--- config.mk ---
export PLATFORM = sky130hd
export DESIGN_NAME = stepper_phase_gate_fault_latch
export DESIGN_NICKNAME = d
export VERILOG_FILES = /design/src/stepper_pkg.sv /design/src/pin_sync.sv /design/src/stepper_phase_gate_fault_latch.sv
export VERILOG_INCLUDE_DIRS = /design/src
export SDC_FILE = /design/constraint.sdc
export NUM_CORES = 1
export LEC_CHECK = 0
export BUFFER_PORTS_ARGS = -buffer_cell sky130_fd_sc_hd__buf_2
export CAP_MARGIN = 20
export CORE_MARGIN = 8
export CORE_UTILIZATION = 57
export DETAILED_ROUTE_END_ITERATION = 12
export GPL_TIMING_DRIVEN = 0
export HOLD_SLACK_MARGIN = 0.02
export PLACE_DENSITY = 0.82
export SYNTH_ARGS = -nofsm -noshare
export SYNTH_HDL_FRONTEND = slang
export SYNTH_SLANG_ARGS = --single-unit
--- constraint.sdc ---
create_clock -name clk_i -period 2 [get_ports clk_i]
set_input_delay 0.1 -clock clk_i [delete_from_list [all_inputs] [get_ports clk_i]]
set_output_delay 0.1 -clock clk_i [all_outputs]
set_load 0.1 [all_outputs]
--- src/stepper_cfg.svh ---
// constants of the stepping motor phase gate and fault latch
// What the document requires
// active-low phase inputs drive own winding; paired phases never on together
// holding the system reset input low keeps internal logic in reset
// enable low forces all four winding outputs off; high runs normally
// fault output goes low whenever overcurrent or overheat detection triggered
// any detection latches all winding outputs off after the cause disappears
// outputs resume only after power-on reset or a high-low-high reset pulse
// power-on reset near 4 V logic supply initialises all internal logic
// overcurrent and set-current sensing are masked 5.5 us after PWM turn-on
// overcurrent detector trips near 3.5 A winding current
// overheat detector trips near 144 C substrate temperature
// controller keeps enable low while logic supply is under 4.75 V
// controller stops the motor by gradually lengthening the phase period
`ifndef STEPPER_CFG_SVH
`define STEPPER_CFG_SVH

// ****************************************************************
// clock and timing
// ****************************************************************
`define CLK_HZ      10000000
`define CLK_NS      100
`define BLANK_NS    5500
// least time: round up to whole cycles
`define BLANK_CYC   ((`BLANK_NS + `CLK_NS - 1) / `CLK_NS)
`define PWM_HZ      45000
`define PWM_CYC     (`CLK_HZ / `PWM_HZ)
`define CNT_W       8

// ****************************************************************
// reset values of synchronised pins
// ****************************************************************
`define PHASE_IDLE  4'hf
`define CTRL_IDLE   2'h0
`define DET_IDLE    3'h0

// ****************************************************************
// phase vector bit positions
// ****************************************************************
`define PH_A        0
`define PH_A_BAR    1
`define PH_B        2
`define PH_B_BAR    3

`endif

--- src/stepper_pkg.sv ---
// types of the stepping motor phase gate and fault latch
package stepper_pkg;

  // gray order along reset -> run -> fault
  typedef enum logic [1:0] {
    ST_RESET = 2'h0,
    ST_RUN   = 2'h1,
    ST_FAULT = 2'h3
  } drive_state_t;

endpackage : stepper_pkg
--- src/pin_sync.sv ---
// three-stage pin synchroniser with agreement filter
`timescale 1ns/1ps
module pin_sync #(
  parameter int         W    = 1,
  parameter logic [W-1:0] INIT = '0
) (
  input  wire logic         clk_i,   // system clock
  input  wire logic         rst_n_i, // synchronous reset, active low
  input  wire logic [W-1:0] pin_i,   // asynchronous pin levels
  output logic      [W-1:0] level_o  // filtered level
);

  logic [W-1:0] s1;
  logic [W-1:0] s2;
  logic [W-1:0] s3;
  logic [W-1:0] level;
  logic [W-1:0] next_level;

  // a bit moves only when the second and third stages agree
  always_comb begin
    for (int i = 0; i < W; i++) begin
      next_level[i] = (s2[i] == s3[i]) ? s3[i] : level[i];
    end
  end

  always_ff @(posedge clk_i) begin
    if (!rst_n_i) begin
      s1    <= INIT;
      s2    <= INIT;
      s3    <= INIT;
      level <= INIT;
    end else begin
      s1    <= pin_i;
      s2    <= s1;
      s3    <= s2;
      level <= next_level;
    end
  end

  assign level_o = level;

endmodule : pin_sync

--- src/stepper_phase_gate_fault_latch.sv ---
// phase gating, pwm chopping and fault latch of a two-phase stepper driver
`timescale 1ns/1ps
`include "stepper_cfg.svh"
module stepper_phase_gate_fault_latch (
  input  wire logic clk_i,            // 10 MHz internal oscillator
  input  wire logic rst_n_i,          // power-on reset, active low
  input  wire logic phase_a_n_i,      // phase a request, active low
  input  wire logic phase_a_bar_n_i,  // phase a-bar request, active low
  input  wire logic phase_b_n_i,      // phase b request, active low
  input  wire logic phase_b_bar_n_i,  // phase b-bar request, active low
  input  wire logic system_reset_n_i, // system reset pin, active low
  input  wire logic enable_i,         // output enable, low cuts outputs
  input  wire logic over_set_i,       // current above set value
  input  wire logic overcurrent_i,    // overcurrent comparator trip
  input  wire logic overheat_i,       // substrate overheat trip
  output logic      winding_a_o,      // phase a winding on
  output logic      winding_a_bar_o,  // phase a-bar winding on
  output logic      winding_b_o,      // phase b winding on
  output logic      winding_b_bar_o,  // phase b-bar winding on
  output logic      fault_n_o         // fault flag, active low
);

  localparam logic [`CNT_W-1:0] PWM_LAST   = `CNT_W'(`PWM_CYC - 1);
  localparam logic [`CNT_W-1:0] BLANK_DONE = `CNT_W'(`BLANK_CYC);

  // ****************************************************************
  // pin synchronisers
  // ****************************************************************
  logic [3:0] phase_n;
  logic [1:0] ctrl;
  logic [2:0] det;

  pin_sync #(.W(4), .INIT(`PHASE_IDLE)) u_sync_phase (
    .clk_i   (clk_i),
    .rst_n_i (rst_n_i),
    .pin_i   ({phase_b_bar_n_i, phase_b_n_i, phase_a_bar_n_i, phase_a_n_i}),
    .level_o (phase_n)
  );

  // reset pin idles low so no output moves before it is seen high
  pin_sync #(.W(2), .INIT(`CTRL_IDLE)) u_sync_ctrl (
    .clk_i   (clk_i),
    .rst_n_i (rst_n_i),
    .pin_i   ({enable_i, system_reset_n_i}),
    .level_o (ctrl)
  );

  pin_sync #(.W(3), .INIT(`DET_IDLE)) u_sync_det (
    .clk_i   (clk_i),
    .rst_n_i (rst_n_i),
    .pin_i   ({overheat_i, overcurrent_i, over_set_i}),
    .level_o (det)
  );

  logic sys_reset_n;
  logic enable;
  logic over_set;
  logic overcurrent;
  logic overheat;

  assign sys_reset_n = ctrl[0];
  assign enable      = ctrl[1];
  assign over_set    = det[0];
  assign overcurrent = det[1];
  assign overheat    = det[2];

  // ****************************************************************
  // fault latch state
  // ****************************************************************
  stepper_pkg::drive_state_t state;
  stepper_pkg::drive_state_t next_state;
  logic                      blank_done;
  logic                      trip;

  // overheat is a slow thermal level, so it is never blanked
  assign trip = (blank_done && overcurrent) || overheat; // see R9

  always_comb begin
    next_state = state;
    case (state)
      stepper_pkg::ST_RESET: begin
        // held here while the reset pin is low
        if (sys_reset_n) begin
          next_state = stepper_pkg::ST_RUN;
        end
      end
      stepper_pkg::ST_RUN: begin
        if (!sys_reset_n) begin
          next_state = stepper_pkg::ST_RESET;
        end else if (trip) begin
          next_state = stepper_pkg::ST_FAULT;
        end
      end
      stepper_pkg::ST_FAULT: begin
        // only a low phase of the reset pin, or power-on reset, releases the latch
        if (!sys_reset_n) begin
          next_state = stepper_pkg::ST_RESET;
        end
      end
      default: begin
        next_state = stepper_pkg::ST_RESET;
      end
    endcase
  end

  always_ff @(posedge clk_i) begin
    if (!rst_n_i) begin
      state <= stepper_pkg::ST_RESET;
    end else begin
      state <= next_state;
    end
  end

  // ****************************************************************
  // pwm chopping with leading-edge blanking
  // ****************************************************************
  logic [`CNT_W-1:0] pwm_cnt;
  logic [`CNT_W-1:0] next_pwm_cnt;
  logic [`CNT_W-1:0] blank_cnt;
  logic [`CNT_W-1:0] next_blank_cnt;
  logic              chop_on;
  logic              next_chop_on;
  logic              pwm_start;

  assign pwm_start  = (pwm_cnt == PWM_LAST);
  assign blank_done = (blank_cnt == BLANK_DONE);

  always_comb begin
    next_pwm_cnt   = pwm_start ? '0 : pwm_cnt + `CNT_W'(1);
    next_blank_cnt = blank_cnt;
    next_chop_on   = chop_on;
    if (state != stepper_pkg::ST_RUN) begin
      next_pwm_cnt   = '0;
      next_blank_cnt = '0;
      next_chop_on   = 1'b0;
    end else if (pwm_start) begin
      // each period turns on and restarts the mask window
      next_chop_on   = 1'b1;
      next_blank_cnt = '0;
    end else begin
      if (!blank_done) begin
        next_blank_cnt = blank_cnt + `CNT_W'(1);
      end
      // ringing right after turn-on must not chop the current
      if (blank_done && over_set) begin
        next_chop_on = 1'b0;
      end
    end
  end

  always_ff @(posedge clk_i) begin
    if (!rst_n_i) begin
      pwm_cnt   <= '0;
      blank_cnt <= '0;
      chop_on   <= 1'b0;
    end else begin
      pwm_cnt   <= next_pwm_cnt;
      blank_cnt <= next_blank_cnt;
      chop_on   <= next_chop_on;
    end
  end

  // ****************************************************************
  // winding gate and fault output
  // ****************************************************************
  logic [3:0] req;
  logic [3:0] drive;
  logic [3:0] next_drive;
  logic       fault_n;
  logic       next_fault_n;
  logic       run_ok;

  assign req    = ~phase_n;
  assign run_ok = (state == stepper_pkg::ST_RUN) && !trip && enable
                  && chop_on;

  always_comb begin
    next_drive = 4'h0;
    if (run_ok) begin
      // a conflicting pair turns both of its windings off
      if (!(req[`PH_A] && req[`PH_A_BAR])) begin
        next_drive[`PH_A]     = req[`PH_A];
        next_drive[`PH_A_BAR] = req[`PH_A_BAR];
      end
      if (!(req[`PH_B] && req[`PH_B_BAR])) begin
        next_drive[`PH_B]     = req[`PH_B];
        next_drive[`PH_B_BAR] = req[`PH_B_BAR];
      end
    end
    next_fault_n = !(next_state == stepper_pkg::ST_FAULT);
  end

  always_ff @(posedge clk_i) begin
    if (!rst_n_i) begin
      drive   <= 4'h0;
      fault_n <= 1'b1;
    end else begin
      drive   <= next_drive;
      fault_n <= next_fault_n;
    end
  end

  assign winding_a_o     = drive[`PH_A];
  assign winding_a_bar_o = drive[`PH_A_BAR];
  assign winding_b_o     = drive[`PH_B];
  assign winding_b_bar_o = drive[`PH_B_BAR];
  assign fault_n_o       = fault_n;

endmodule : stepper_phase_gate_fault_latch

==> flow_summary.json <==
{
  "synthXorXnorAreaFrac": 0.0256,
  "finalPower_uw": 2140,
  "num_antenna_cells": 0,
  "grt_pass1_wl_um": 6530,
  "rrSetupSlack_ps": 460,
  "outcome": "finished, final reports clean",
  "hold_viol": 0,
  "maxCapViolations": 0,
  "setup_viol": 0,
  "worstSkewPairLatency_ps": 390,
  "grt_max_degree": 11,
  "track_usage": 0.139,
  "synthesis.nets": 213,
  "io_pins": 16,
  "fin_skew_ps": 5.76,
  "dp_hpwl_um": 2250,
  "grt_pass1_vias": 1520,
  "synthAdderAreaFrac": 0.0183,
  "yosysWarningCount": 0,
  "synth_commonest_cells": "dfxtp_1 (60), and2_1 (16), o21ai_0 (16), nand2b_1 (12), nor2_1 (12)",
  "ir_drop_mv": 0.559,
  "endpoint_kind": "flop",
  "clock-sinks": 60,
  "hp-class": "in -> reg",
  "arrival_ps": 1820,
  "async_flop_share": 0,
  "wl_um": 3570,
  "relSlewSlack": 0.676,
  "start_util": 0.578,
  "slew_violations": 0,
  "synth_edf_count": 0,
  "clock.fmax_mhz": 651,
  "die_x_um": 76,
  "synth_compound_area_frac": 0.124,
  "die_h_um": 76,
  "avgSynthCellArea_sq_um": 10.3,
  "setup_tns_ps": 0,
  "crit_type": "reg -> reg",
  "synth_area_leaders": "dfxtp_1 (59%), and2_1 (4.9%), o21ai_0 (3.9%)",
  "area_growth_pct": 18.2,
  "cts_tree": "built",
  "grt-ovfl-total": 0,
  "post-route-min-period_ps": 1540,
  "cp_max_fo": 6,
  "drive_gt1_frac": 0.146,
  "h-tree-depth": 3,
  "synth_mux_area_frac": 0,
  "yosysSeqAreaShare": 0.585,
  "finalCritPeriodShare": 0.769,
  "antenna_found_initial": 0,
  "numCtsBuffers": 9,
  "design.die.area_sq_um": 5780,
  "layout.nets": 248,
  "crit_required_ps": 2290,
  "synth_cells": 199,
  "yosys.area_share.simple": 0.224,
  "clk_path_buf_depth": 2,
  "synth_top_area_share": 0.585,
  "viasPerCell": 5.08,
  "cts_root_buf": "clkbuf_4",
  "power.density_nw_per_um2": 882,
  "netlist_area_sq_um": 2050,
  "drc_errors": 0,
  "dr.first_iter.drc_count": 67,
  "core_area_sq_um": 3550,
  "leakage_uw": 0.000902,
  "drtAntennaViolNets": 0,
  "dr.pass1.iters": 4,
  "path_clk_slew_ps": 90,
  "gp_congestion": 0.797,
  "ys.flop_type": "dfxtp_1",
  "port_buffers": 15,
  "critical_path.max_stage_delay_ps": 360,
  "tightest_slew_ps": 490,
  "synth.largest_area_cell": "dfxtp_1",
  "rows": 22,
  "cts_resized": 0,
  "wl_per_cell_um": 12.4,
  "critPathLaunchType": "flop",
  "slowest_stage": "dfxtp_1",
  "synth-seq-cells": 60,
  "crit_chain": "ha_1 > and4_4 > and3_1 > buf_2 > nor4b_1",
  "synth_top_family_by_area": "simple AND/OR/NAND/NOR gates",
  "yosys.cell_count.top_type": "dfxtp_1",
  "synth_cell_type_count": 30,
  "dp.cells": 262,
  "via_count": 1459,
  "layout.cells.non_filler": 287,
  "rsz0062_at_grt": "no"
}
==> cell families (layout without fill, tap and decap cells) <==
kind of cell | count (synthesis) | in the layout
and+or+nand+nor | 80 | 80
adders and majority gates | 3 | 3
buffers and inverters | 10 | 50
AOI/OAI and AO/OA | 40 | 40
DFF | 60 | 60
xor gates and xnor gates | 6 | 6
==> cell type report <==
class                           count  area (sq um)
Sequential cell                    60          1200
Clock inverter                      3          45.0
Inverter                            4          15.0
Multi-Input combinational cell    129           805
Clock buffer                       13           103
Tap cell                           48          60.1
Buffer                              6          31.3
Timing Repair Buffer               24           165
Fill cell                         261          1130
==> registers in the layout, summed over array words and instances, names as in the netlist <==
register	flops
blank_cnt	8
chop_on	1
drive	4
fault_n_o	1
pwm_cnt	8
state	2
u_sync_ctrl.level_o	2
u_sync_ctrl.s1	2
u_sync_ctrl.s2	2
u_sync_ctrl.s3	2
u_sync_det.level_o	3
u_sync_det.s1	3
u_sync_det.s2	3
u_sync_det.s3	3
u_sync_phase.level_o	4
u_sync_phase.s1	4
u_sync_phase.s2	4
u_sync_phase.s3	4
==> critical path, delay by kind of cell, from the launching register on <==
kind          cells  cell delay [ps]
buf+inv           1              150
simple gates      3              670
fa+ha+maj         1              260
flops             1              360
==> metrics by stage <==
step | worst slack (ps) | area (sq um) | hold slack [ps] | util
floorplan | 567 | 2050 | 201 | -
global placement | 509 | 2190 | 282 | 0.616
detailed placement | 489 | 2190 | 284 | 0.616
CTS | 463 | 2420 | 134 | 0.683
global route | 324 | 2420 | 185 | 0.683
finish | 463 | 2420 | 167 | 0.683
==> cells in the final DEF, fill, tap and decap left out, drive strengths merged <==
cell,synthesis,final
or3,8,8
nand4b,1,1
a21oi,11,11
and3b,1,1
o311a,1,1
and3,1,1
a211oi,1,1
dlygate4sd3,0,9
xor2,4,4
ha,3,3
a21boi,8,8
inv,4,4
nand2,9,9
nand3,8,8
o21ai,16,16
nor2,12,12
nor4b,4,4
nand2b,12,12
and2,16,16
nand4,3,3
dfxtp,60,60
clkinvlp,0,2
o31ai,2,2
o311ai,1,1
buf,2,17
xnor2,2,2
nor3,4,4
bufinv,0,1
and4,1,1
clkbuf,4,17
==> worst paths after layout <==
path	from	end	depth (start not counted)
setup / recovery	blank_cnt[0]	drive[0]	5
hold reg to reg	u_sync_phase.s1[1]	u_sync_phase.s2[1]	1
setup reg to reg	blank_cnt[0]	drive[0]	5
hold / removal	rst_n_i	u_sync_phase.s1[3]	3
==> metal layers <==
layer  part of all wire  GRT usage  vias to the layer above
met4              0.017     0.0706                        0
li1                   -          -                      761
met5                  0          0                        -
met2               0.49      0.234                       30
met3              0.062     0.0684                        9
met1               0.43      0.137                      659
==> power by group <==
part	internal [uW]	switching, uW	total [uW]
combinational	32.6	20.5	53.1
sequential	1220	7.95	1220
clock	451	412	863
==> repair_timing <==
| item | 4_1_cts | 5_1_grt |
|---|---|---|
| hold buffers | 9 | 0 |
| setup buffers | 0 | 0 |
| hold endpoints to repair | 9 | 0 |
No activity file was read; power rests on OpenSTA's default activity.
